File: src/core/ilpd_pkg.sv
package ilpd_pkg;

	// Register byte addresses on the APB window.
	localparam logic [7:0] ADDR_CTRL = 8'h00;
	localparam logic [7:0] ADDR_CMD = 8'h04;
	localparam logic [7:0] ADDR_LEARN_LEN = 8'h08;
	localparam logic [7:0] ADDR_DETECT_LEN = 8'h0C;
	localparam logic [7:0] ADDR_MIN_SD = 8'h10;
	localparam logic [7:0] ADDR_SD_LO = 8'h14;
	localparam logic [7:0] ADDR_SD_HI = 8'h18;
	localparam logic [7:0] ADDR_MEAN_TOL = 8'h1C;
	localparam logic [7:0] ADDR_VAR_TOL = 8'h20;
	localparam logic [7:0] ADDR_STATUS = 8'h24;

	// Field positions.
	localparam int CTRL_ENABLE_BIT = 0;
	localparam int CTRL_AFFECT_BIT = 1;
	localparam int CTRL_DP_BIT = 2;
	localparam int CMD_RELEARN_BIT = 0;
	localparam int STAT_DIAG_LSB = 0;
	localparam int STAT_ALERT_BIT = 3;
	localparam int STAT_CALC_BIT = 4;
	localparam int STAT_PHASE_LSB = 8;

	// The time base delivers one tick per second.
	localparam int TICKS_PER_SEC = 1;
	localparam int SEC_PER_MIN = 60;
	localparam int LEARN_PERIOD_MIN = 5;
	localparam int DETECT_PERIOD_MIN = 1;
	localparam int LEARN_TICKS = LEARN_PERIOD_MIN * SEC_PER_MIN * TICKS_PER_SEC;
	localparam int DETECT_TICKS = DETECT_PERIOD_MIN * SEC_PER_MIN * TICKS_PER_SEC;

	// Reset values of the sensitivity settings, in sample units; VAR_TOL_RST is in squared sample units.
	localparam int MIN_SD_RST = 4;
	localparam int SD_LO_RST = 2;
	localparam int SD_HI_RST = 1024;
	localparam int MEAN_TOL_RST = 256;
	localparam int VAR_TOL_RST = 4096;

	// Status quality code forced on the pressure value.
	localparam logic [1:0] QUAL_UNCERTAIN = 2'h1;

	typedef enum logic [2:0] {
		PH_IDLE = 3'b000,
		PH_LEARN = 3'b001,
		PH_VERIFY = 3'b010,
		PH_DETECT = 3'b011,
		PH_HALT_DYN = 3'b100,
		PH_HALT_PLUG = 3'b101
	} ilpd_phase_type;

	typedef enum logic [2:0] {
		DG_DISABLED = 3'b000,
		DG_LEARNING = 3'b001,
		DG_VERIFYING = 3'b010,
		DG_OK = 3'b011,
		DG_INSUFFICIENT = 3'b100,
		DG_LINES_PLUGGED = 3'b101
	} ilpd_diag_type;

endpackage : ilpd_pkg

File: src/core/ilpd_stats.sv
module ilpd_stats
	import ilpd_pkg::*;
#(
	parameter int DW = 16,
	parameter int CW = 24
)
(
	// Clock and reset.
	input wire logic pclk,
	input wire logic presetn,
	input wire logic ce,
	// Control.
	input wire logic clear,
	input wire logic finish,
	// Samples.
	input wire logic sample_valid,
	input wire logic [DW-1:0] sample,
	// Results.
	output logic busy,
	output logic done,
	output logic [DW-1:0] mean,
	output logic [2*DW-1:0] variance
);

	localparam int SQW = 2 * DW + CW;
	localparam logic [7:0] STEPS = 8'(SQW);
	localparam logic [7:0] LAST_STEP = 8'h01;

	typedef struct packed {
		logic [CW-1:0] n;
		logic [SQW-1:0] quo_s;
		logic [SQW-1:0] quo_q;
		logic [CW-1:0] rem_s;
		logic [CW-1:0] rem_q;
		logic [7:0] step;
		logic busy;
		logic done;
	} ilpd_stats_type;

	ilpd_stats_type r;
	ilpd_stats_type next_r;
	logic [CW:0] trial_s;
	logic [CW:0] trial_q;
	logic [2*DW-1:0] ex2;
	logic [2*DW-1:0] msq;

	// Sums accumulate in the quotient registers, which the divider then consumes in place.
	always_comb
	begin
		next_r = r;
		next_r.done = 1'h0;
		trial_s = {r.rem_s, r.quo_s[SQW-1]};
		trial_q = {r.rem_q, r.quo_q[SQW-1]};
		if (!r.busy)
		begin
			if (finish)
			begin
				next_r.busy = 1'h1;
				next_r.step = STEPS;
				next_r.rem_s = '0;
				next_r.rem_q = '0;
			end
			else if (clear)
			begin
				next_r.n = '0;
				next_r.quo_s = '0;
				next_r.quo_q = '0;
			end
			else if (sample_valid)
			begin
				next_r.n = r.n + CW'(1);
				next_r.quo_s = r.quo_s + SQW'(sample);
				next_r.quo_q = r.quo_q + SQW'({{DW{1'h0}}, sample} * {{DW{1'h0}}, sample});
			end
		end
		else
		begin
			if (trial_s >= {1'h0, r.n})
			begin
				next_r.rem_s = CW'(trial_s - {1'h0, r.n});
				next_r.quo_s = {r.quo_s[SQW-2:0], 1'h1};
			end
			else
			begin
				next_r.rem_s = trial_s[CW-1:0];
				next_r.quo_s = {r.quo_s[SQW-2:0], 1'h0};
			end
			if (trial_q >= {1'h0, r.n})
			begin
				next_r.rem_q = CW'(trial_q - {1'h0, r.n});
				next_r.quo_q = {r.quo_q[SQW-2:0], 1'h1};
			end
			else
			begin
				next_r.rem_q = trial_q[CW-1:0];
				next_r.quo_q = {r.quo_q[SQW-2:0], 1'h0};
			end
			next_r.step = r.step - LAST_STEP;
			if (r.step == LAST_STEP)
			begin
				next_r.busy = 1'h0;
				next_r.done = 1'h1;
			end
		end
	end

	always_ff @(posedge pclk or negedge presetn)
	begin
		if (!presetn)
			r <= '0;
		else if (ce)
			r <= next_r;
	end

	// An empty period would divide by zero, so it reports zero mean and variance.
	always_comb
	begin
		mean = (r.n == '0) ? '0 : r.quo_s[DW-1:0];
		ex2 = (r.n == '0) ? '0 : r.quo_q[2*DW-1:0];
		msq = {{DW{1'h0}}, mean} * {{DW{1'h0}}, mean};
		variance = (ex2 > msq) ? (ex2 - msq) : '0;
	end

	assign busy = r.busy;
	assign done = r.done;

endmodule : ilpd_stats

File: src/core/ilpd_top.sv
// Summary of operation
// - Enable with statistics idle, relearn or mean change starts learning.
// - Learning accumulates samples, then mean and deviation.
// - Status reads Learning during learning.
// - Too little deviation sets Insufficient Dynamics, halts.
// - Halted detector waits for a relearn command.
// - Verification repeats collection for learning length.
// - Status reads Verifying during verification.
// - Steady newest versus previous pair advances detection.
// - Unsteady result repeats verification.
// - Input is fixed to the pressure value.
// - Mean and deviation stay internal.
// - Deviation outside limits raises an alert.
// - Alert names a plugged impulse line.
// - Optionally force pressure quality to Uncertain.
// - Learning and detection lengths set independently.
// - Steady verification latches the baseline pair.
// - Detection collects over its own period.
// - Mean shift from baseline returns to learning.
// - Lower limit always, upper only for DP.
//
// Implementation choices: the address map and the APB register port.
module ilpd_top
	import ilpd_pkg::*;
#(
	parameter int DW = 16,
	parameter int CW = 24,
	parameter int PW = 24
)
(
	// Clock, reset and clock enable.
	input wire logic pclk,
	input wire logic presetn,
	input wire logic ce,
	// APB slave.
	input wire logic psel,
	input wire logic penable,
	input wire logic pwrite,
	input wire logic [7:0] paddr,
	input wire logic [31:0] pwdata,
	output logic pready,
	output logic [31:0] prdata,
	output logic pslverr,
	// Time base.
	input wire logic tick,
	// Pressure measurement.
	input wire logic press_valid,
	input wire logic [DW-1:0] press_data,
	input wire logic [1:0] press_quality,
	output logic [1:0] press_quality_out,
	// Diagnostic results.
	output logic plug_alert,
	output logic [2:0] diag_status
);

	typedef struct packed {
		ilpd_phase_type phase;
		ilpd_diag_type diag;
		logic enable;
		logic affect;
		logic dp;
		logic [PW-1:0] learn_len;
		logic [PW-1:0] detect_len;
		logic [DW-1:0] min_sd;
		logic [DW-1:0] sd_lo;
		logic [DW-1:0] sd_hi;
		logic [DW-1:0] mean_tol;
		logic [2*DW-1:0] var_tol;
		logic [PW-1:0] tcount;
		logic calc;
		logic clear;
		logic finish;
		logic [DW-1:0] prev_mean;
		logic [2*DW-1:0] prev_var;
		logic [DW-1:0] base_mean;
		logic [2*DW-1:0] base_var;
		logic plug_alert;
		logic [1:0] qual_out;
		logic pready;
		logic pslverr;
		logic [31:0] prdata;
	} ilpd_state_type;

	ilpd_state_type r;
	ilpd_state_type next_r;
	logic st_busy;
	logic st_done;
	logic [DW-1:0] st_mean;
	logic [2*DW-1:0] st_var;
	logic collecting;

	function automatic logic [2*DW-1:0] square(input logic [DW-1:0] a);
		square = {{DW{1'h0}}, a} * {{DW{1'h0}}, a};
	endfunction : square

	function automatic logic [2*DW-1:0] absdiff(input logic [2*DW-1:0] a, input logic [2*DW-1:0] b);
		absdiff = (a > b) ? (a - b) : (b - a);
	endfunction : absdiff

	// Samples count only while a period runs; during the division they are dropped.
	assign collecting = press_valid && !r.calc && !r.finish && !r.clear &&
		(r.phase == PH_LEARN || r.phase == PH_VERIFY || r.phase == PH_DETECT);

	// The statistics never leave the block; only the verdicts do.
	ilpd_stats #(
		.DW(DW),
		.CW(CW)
	) u_stats (
		.pclk(pclk),
		.presetn(presetn),
		.ce(ce),
		.clear(r.clear),
		.finish(r.finish),
		.sample_valid(collecting),
		.sample(press_data),
		.busy(st_busy),
		.done(st_done),
		.mean(st_mean),
		.variance(st_var)
	);

	always_comb
	begin
		logic relearn;
		logic low_dyn;
		logic steady;
		logic mean_moved;
		logic plugged;
		logic [31:0] rd;
		logic [PW-1:0] len;
		relearn = 1'h0;
		rd = '0;
		len = (r.phase == PH_DETECT) ? r.detect_len : r.learn_len;
		low_dyn = st_var < square(r.min_sd);
		steady = absdiff({{DW{1'h0}}, st_mean}, {{DW{1'h0}}, r.prev_mean}) <= {{DW{1'h0}}, r.mean_tol} &&
			absdiff(st_var, r.prev_var) <= r.var_tol;
		mean_moved = absdiff({{DW{1'h0}}, st_mean}, {{DW{1'h0}}, r.base_mean}) > {{DW{1'h0}}, r.mean_tol};
		plugged = (st_var < square(r.sd_lo)) || (r.dp && st_var > square(r.sd_hi));
		next_r = r;
		next_r.finish = 1'h0;
		next_r.clear = 1'h0;

		// One wait state: the answer is prepared in the first access cycle.
		if (psel && penable && !r.pready)
		begin
			next_r.pready = 1'h1;
			next_r.pslverr = 1'h0;
			case (paddr)
				ADDR_CTRL:
				begin
					rd[CTRL_ENABLE_BIT] = r.enable;
					rd[CTRL_AFFECT_BIT] = r.affect;
					rd[CTRL_DP_BIT] = r.dp;
				end
				ADDR_CMD: rd = '0;
				ADDR_LEARN_LEN: rd[PW-1:0] = r.learn_len;
				ADDR_DETECT_LEN: rd[PW-1:0] = r.detect_len;
				ADDR_MIN_SD: rd[DW-1:0] = r.min_sd;
				ADDR_SD_LO: rd[DW-1:0] = r.sd_lo;
				ADDR_SD_HI: rd[DW-1:0] = r.sd_hi;
				ADDR_MEAN_TOL: rd[DW-1:0] = r.mean_tol;
				ADDR_VAR_TOL: rd[2*DW-1:0] = r.var_tol;
				ADDR_STATUS:
				begin
					rd[STAT_DIAG_LSB +: 3] = r.diag;
					rd[STAT_ALERT_BIT] = r.plug_alert;
					rd[STAT_CALC_BIT] = r.calc;
					rd[STAT_PHASE_LSB +: 3] = r.phase;
				end
				default: next_r.pslverr = 1'h1;
			endcase
			next_r.prdata = pwrite ? '0 : rd;
		end
		else
		begin
			next_r.pready = 1'h0;
			next_r.pslverr = 1'h0;
			next_r.prdata = '0;
		end

		if (psel && penable && r.pready && pwrite && !r.pslverr)
		begin
			case (paddr)
				ADDR_CTRL:
				begin
					next_r.enable = pwdata[CTRL_ENABLE_BIT];
					next_r.affect = pwdata[CTRL_AFFECT_BIT];
					next_r.dp = pwdata[CTRL_DP_BIT];
				end
				ADDR_CMD: relearn = pwdata[CMD_RELEARN_BIT];
				ADDR_LEARN_LEN: next_r.learn_len = pwdata[PW-1:0];
				ADDR_DETECT_LEN: next_r.detect_len = pwdata[PW-1:0];
				ADDR_MIN_SD: next_r.min_sd = pwdata[DW-1:0];
				ADDR_SD_LO: next_r.sd_lo = pwdata[DW-1:0];
				ADDR_SD_HI: next_r.sd_hi = pwdata[DW-1:0];
				ADDR_MEAN_TOL: next_r.mean_tol = pwdata[DW-1:0];
				ADDR_VAR_TOL: next_r.var_tol = pwdata[2*DW-1:0];
				default: relearn = 1'h0;
			endcase
		end

		if (!next_r.enable)
		begin
			next_r.phase = PH_IDLE;
			next_r.diag = DG_DISABLED;
			next_r.plug_alert = 1'h0;
			next_r.calc = 1'h0;
			next_r.tcount = '0;
		end
		else if (relearn || (!r.enable && !st_busy))
		begin
			next_r.phase = PH_LEARN;
			next_r.diag = DG_LEARNING;
			next_r.plug_alert = 1'h0;
			next_r.calc = 1'h0;
			next_r.tcount = '0;
			next_r.clear = 1'h1;
		end
		else
		begin
			case (r.phase)
				PH_LEARN, PH_VERIFY, PH_DETECT:
				begin
					if (!r.calc && !r.clear)
					begin
						if (tick)
						begin
							if (r.tcount + PW'(1) >= len)
							begin
								next_r.tcount = '0;
								next_r.finish = 1'h1;
								next_r.calc = 1'h1;
							end
							else
								next_r.tcount = r.tcount + PW'(1);
						end
					end
					else if (r.calc && st_done)
					begin
						next_r.calc = 1'h0;
						next_r.clear = 1'h1;
						next_r.prev_mean = st_mean;
						next_r.prev_var = st_var;
						if (r.phase != PH_DETECT && low_dyn)
						begin
							next_r.phase = PH_HALT_DYN;
							next_r.diag = DG_INSUFFICIENT;
						end
						else if (r.phase == PH_LEARN)
						begin
							next_r.phase = PH_VERIFY;
							next_r.diag = DG_VERIFYING;
						end
						else if (r.phase == PH_VERIFY)
						begin
							if (steady)
							begin
								next_r.phase = PH_DETECT;
								next_r.diag = DG_OK;
								next_r.base_mean = st_mean;
								next_r.base_var = st_var;
							end
							else
								next_r.phase = PH_VERIFY;
						end
						else if (mean_moved)
						begin
							next_r.phase = PH_LEARN;
							next_r.diag = DG_LEARNING;
						end
						else if (plugged)
						begin
							next_r.phase = PH_HALT_PLUG;
							next_r.diag = DG_LINES_PLUGGED;
							next_r.plug_alert = 1'h1;
						end
						else
							next_r.diag = DG_OK;
					end
				end
				PH_HALT_DYN, PH_HALT_PLUG: next_r.phase = r.phase;
				default:
				begin
					next_r.phase = PH_IDLE;
					next_r.diag = DG_DISABLED;
				end
			endcase
		end

		// The quality override follows the alert with one cycle of delay on the pressure path.
		next_r.qual_out = (r.affect && r.plug_alert) ? QUAL_UNCERTAIN : press_quality;
	end

	always_ff @(posedge pclk or negedge presetn)
	begin
		if (!presetn)
		begin
			r <= '0;
			r.phase <= PH_IDLE;
			r.diag <= DG_DISABLED;
			r.learn_len <= PW'(LEARN_TICKS);
			r.detect_len <= PW'(DETECT_TICKS);
			r.min_sd <= DW'(MIN_SD_RST);
			r.sd_lo <= DW'(SD_LO_RST);
			r.sd_hi <= DW'(SD_HI_RST);
			r.mean_tol <= DW'(MEAN_TOL_RST);
			r.var_tol <= (2*DW)'(VAR_TOL_RST);
		end
		else if (ce)
			r <= next_r;
	end

	assign pready = r.pready;
	assign prdata = r.prdata;
	assign pslverr = r.pslverr;
	assign press_quality_out = r.qual_out;
	assign plug_alert = r.plug_alert;
	assign diag_status = r.diag;

endmodule : ilpd_top

File: config.mk
export PLATFORM = sky130hd
export DESIGN_NAME = ilpd_top
export DESIGN_NICKNAME = d
export VERILOG_FILES = /design/src/core/ilpd_pkg.sv /design/src/core/ilpd_stats.sv /design/src/core/ilpd_top.sv
export SDC_FILE = /design/constraint.sdc
export NUM_CORES = 2
export LEC_CHECK = 0
export BUFFER_PORTS_ARGS = -buffer_cell sky130_fd_sc_hd__buf_2
export CORE_UTILIZATION = 66
export DETAILED_ROUTE_END_ITERATION = 12
export PLACE_DENSITY = 0.8
export SLEW_MARGIN = 10
export SYNTH_ARGS = -nofsm -noshare
export SYNTH_HDL_FRONTEND = slang
export SYNTH_SLANG_ARGS = --single-unit
File: constraint.sdc
create_clock -name pclk -period 26 [get_ports pclk]
set_input_delay 5.2 -clock pclk [delete_from_list [all_inputs] [get_ports pclk]]
set_output_delay 5.2 -clock pclk [all_outputs]
set_load 0.05 [all_outputs]
==> results.ini <==
[global_route]
grt_use_total = 0.387
grt_util_met3 = 0.0683
grt-busiest-layer = met2
antenna_found_initial = 5
grt_overflow = 0
grt_pass1_vias = 62400
grt_max_degree = 111
grtUsageMet1 = 0.507
use_met2 = 0.620
grt_pass1_wl_um = 349000

[synthesis]
synth_cells = 8491
synth-edff-count = 0
netlist_area_um2 = 74600
synth-seq-cells = 475
syn_nets = 10300
syn_avg_cell_area_um2 = 8.79
synth_ff_type = dfrtp_1
synth_cell_types = 90
ys_seq_area_frac = 0.159
synthArstFlopShare = 1.00
yosysWarnings = 0

[clock_tree]
cts_root_buf = clkbuf_16
postCtsResizedCells = 0
clk_pin_slew_ps = 60
cts.sinks = 475
cts_tree = yes
post-cts-setup-buffers = 0
clock_latency_ps = 670
htree_levels = 2
clock_path_buffers = 3
numCtsBuffers = 57
cts_hold_repair.buffers = 0

[timing]
drv_slew = 0
fin_tns_setup_ps = 0
fin_crit_sh = 0.655
fmax_mhz = 58.7
timing.final.crit_period_ps = 17040
clock_skew_ps = 28.0
grt_setup_unrepaired = false
finalHoldViolCount = 0
slew_headroom = 0.182
timing.final.ws_setup_ps = 8960
finalSetupViolCount = 0
tightest_slew_ps = 1220

[critical_path]
r2r_cells = 57
slowest_stage = nand2_1
setup.worst_path.class = flip-flop to flip-flop
cp-end-kind = flip-flop
cp.required_ps = 26550
slowest_delay_ps = 820
cp-start-kind = flip-flop
cpMostUsedCell = fa_1
cp_max_fo = 50
cp.arrival_ps = 17590

[route]
routed_wl_um = 222000
wire_per_inst_um = 22.4
drc = 0
ant_nets = 0
num_vias = 61800
drt_iter0_drc = 5269
vias_per_cell = 6.23
first_pass_iters = 7

[floorplanning]
core-area_um2 = 112000
die_height_um = 338
start_util = 0.664
ios = 106
die-area_um2 = 114000
die_w_um = 338
rows = 123

[placed_design]
gp_congestion = 1.03
numPortBuffers = 105
pre_cts_slack_ps = 9380
placed_area_um2 = 76100
dp_cells = 9802
hpwlAfterDp_um = 177000

[worst_hold_path]
hold_class = flip-flop to flip-flop
holdPathStages = 2

[final_layout]
area_growth_pct = 4.50
fin_area_um2 = 78000
ff_latch_area_um2 = 11900
layout.nets = 10200
drive_above_1_share = 0.0575
multi_input_area_um2 = 55700
fillers = 8857
final_cells = 9910

[run]
maxCapViolCount = 0

[outcome]
status = finished clean

area by class of cell:
class / instances / share of cell area
well taps: 1500 / 0.0241
multi-input cells: 6183 / 0.715
flip-flops and latches: 475 / 0.153
clock inverters: 27 / 0.00379
diodes: 4 / 0.000128
inverters: 1481 / 0.0713
repair buffers: 163 / 0.0124
clock buffers: 77 / 0.0209
stage by stage:
stage / util / hold slack, ps
final: 0.694 / 498
after global routing: 0.694 / 514
after CTS: 0.694 / 499
after detailed placement: 0.677 / 485
after floorplan: - / 450
after global placement: 0.677 / 465
cells in the mapped netlist, types with 23 or more instances:
cell type	count	area (um^2)
o21bai_1	69	518
mux2i_1	137	1370
nand2_1	744	2790
nand3_1	133	666
ha_1	913	11400
a22o_1	29	254
nand4_1	86	538
a21oi_1	460	2300
o21ai_0	389	1950
xor2_1	139	1220
nor3_1	83	415
or3_1	32	200
o22ai_1	35	219
dfrtp_1	462	11600
nor4_1	25	156
xnor2_1	206	1800
fa_1	856	17100
and2_1	279	1750
clkbuf_1	283	1060
a21o_1	245	1840
nor2b_1	62	388
buf_4	40	300
nor2_1	370	1390
a221oi_1	48	420
nand2b_1	75	469
o21a_1	49	368
and3_1	127	795
a31oi_1	47	294
inv_1	1478	5550
a221o_1	23	230
o211ai_1	35	263
or2_2	27	169
o311ai_0	24	210
mux2_2	140	1580
worst paths after layout:
kind                                start             to  slack [ps]
max                        u_stats.r[190]          r[81]        8960
min in group asynchronous         presetn         r[151]        4540
max in group asynchronous         presetn  u_stats.r[87]       18430
min                         u_stats.r[57]  u_stats.r[57]         500
min reg2reg                 u_stats.r[57]  u_stats.r[57]         500
max reg2reg                u_stats.r[190]          r[81]        8960
routing by layer:
layer  part of all wire  vias up  wire (um)
met5           0.000059        -         13
met4              0.059        2      13200
met3              0.090      591      20000
met2               0.46     2731     101000
met1               0.39    30600      87300
li1                   -    27900          -
critical path, delay by kind of cell, from the launching register on:
family                   cells  cell delay (ps)
buffers and inverters        7             1440
AO/OA/AOI/OAI               25             5800
adder cells (fa/ha/maj)     10             4230
multiplexers                 2              770
AND/OR/NAND/NOR             11             3810
XOR/XNOR                     2              360
flip-flops                   1              400
sequential cells by signal, summed over array words and instances, names as in the netlist, 2 cells and up:
signal	cells
r	241
diag_status	3
press_quality_out	2
u_stats.r	192
prdata	32
layout by cell type (no fill, tap or decap), drive strengths merged, types with 22 or more instances in the layout:
| cell type | synthesis | layout |
|---|---|---|
| a221oi | 48 | 48 |
| ha | 913 | 913 |
| o22ai | 35 | 35 |
| nand4 | 88 | 88 |
| nand2b | 75 | 75 |
| or3 | 32 | 32 |
| nor3 | 83 | 83 |
| dfrtp | 462 | 462 |
| a22o | 29 | 29 |
| o21bai | 69 | 69 |
| nand2 | 744 | 744 |
| o31ai | 22 | 22 |
| mux2 | 142 | 142 |
| nor4 | 25 | 25 |
| o211ai | 35 | 35 |
| xnor2 | 206 | 206 |
| o311ai | 25 | 25 |
| nand3 | 133 | 133 |
| mux2i | 137 | 137 |
| and3 | 127 | 127 |
| nor2 | 371 | 371 |
| o21ai | 402 | 402 |
| nor2b | 62 | 62 |
| buf | 69 | 163 |
| a31oi | 47 | 47 |
| inv | 1478 | 1482 |
| a21oi | 460 | 460 |
| a21o | 245 | 245 |
| clkbuf | 283 | 77 |
| fa | 856 | 856 |
| and2 | 280 | 280 |
| a221o | 23 | 23 |
| or2 | 28 | 28 |
| o21a | 49 | 49 |
| xor2 | 139 | 139 |
kinds of logic (layout without fill, tap and decap cells):
kind of cell,count (synthesis),in the layout,synth area share
AOI/OAI and AO/OA,1689,1689,0.146
xor gates and xnor gates,345,345,0.0405
adders and majority gates,1769,1769,0.383
buffers and inverters,1833,1748,0.0945
DFF,475,475,0.159
muxes,279,279,0.0399
other,0,4,0
and+or+nand+nor,2101,2101,0.137
Power is not shown: default switching activity piles up to over one toggle a cycle in this logic, so the estimate is an artifact.
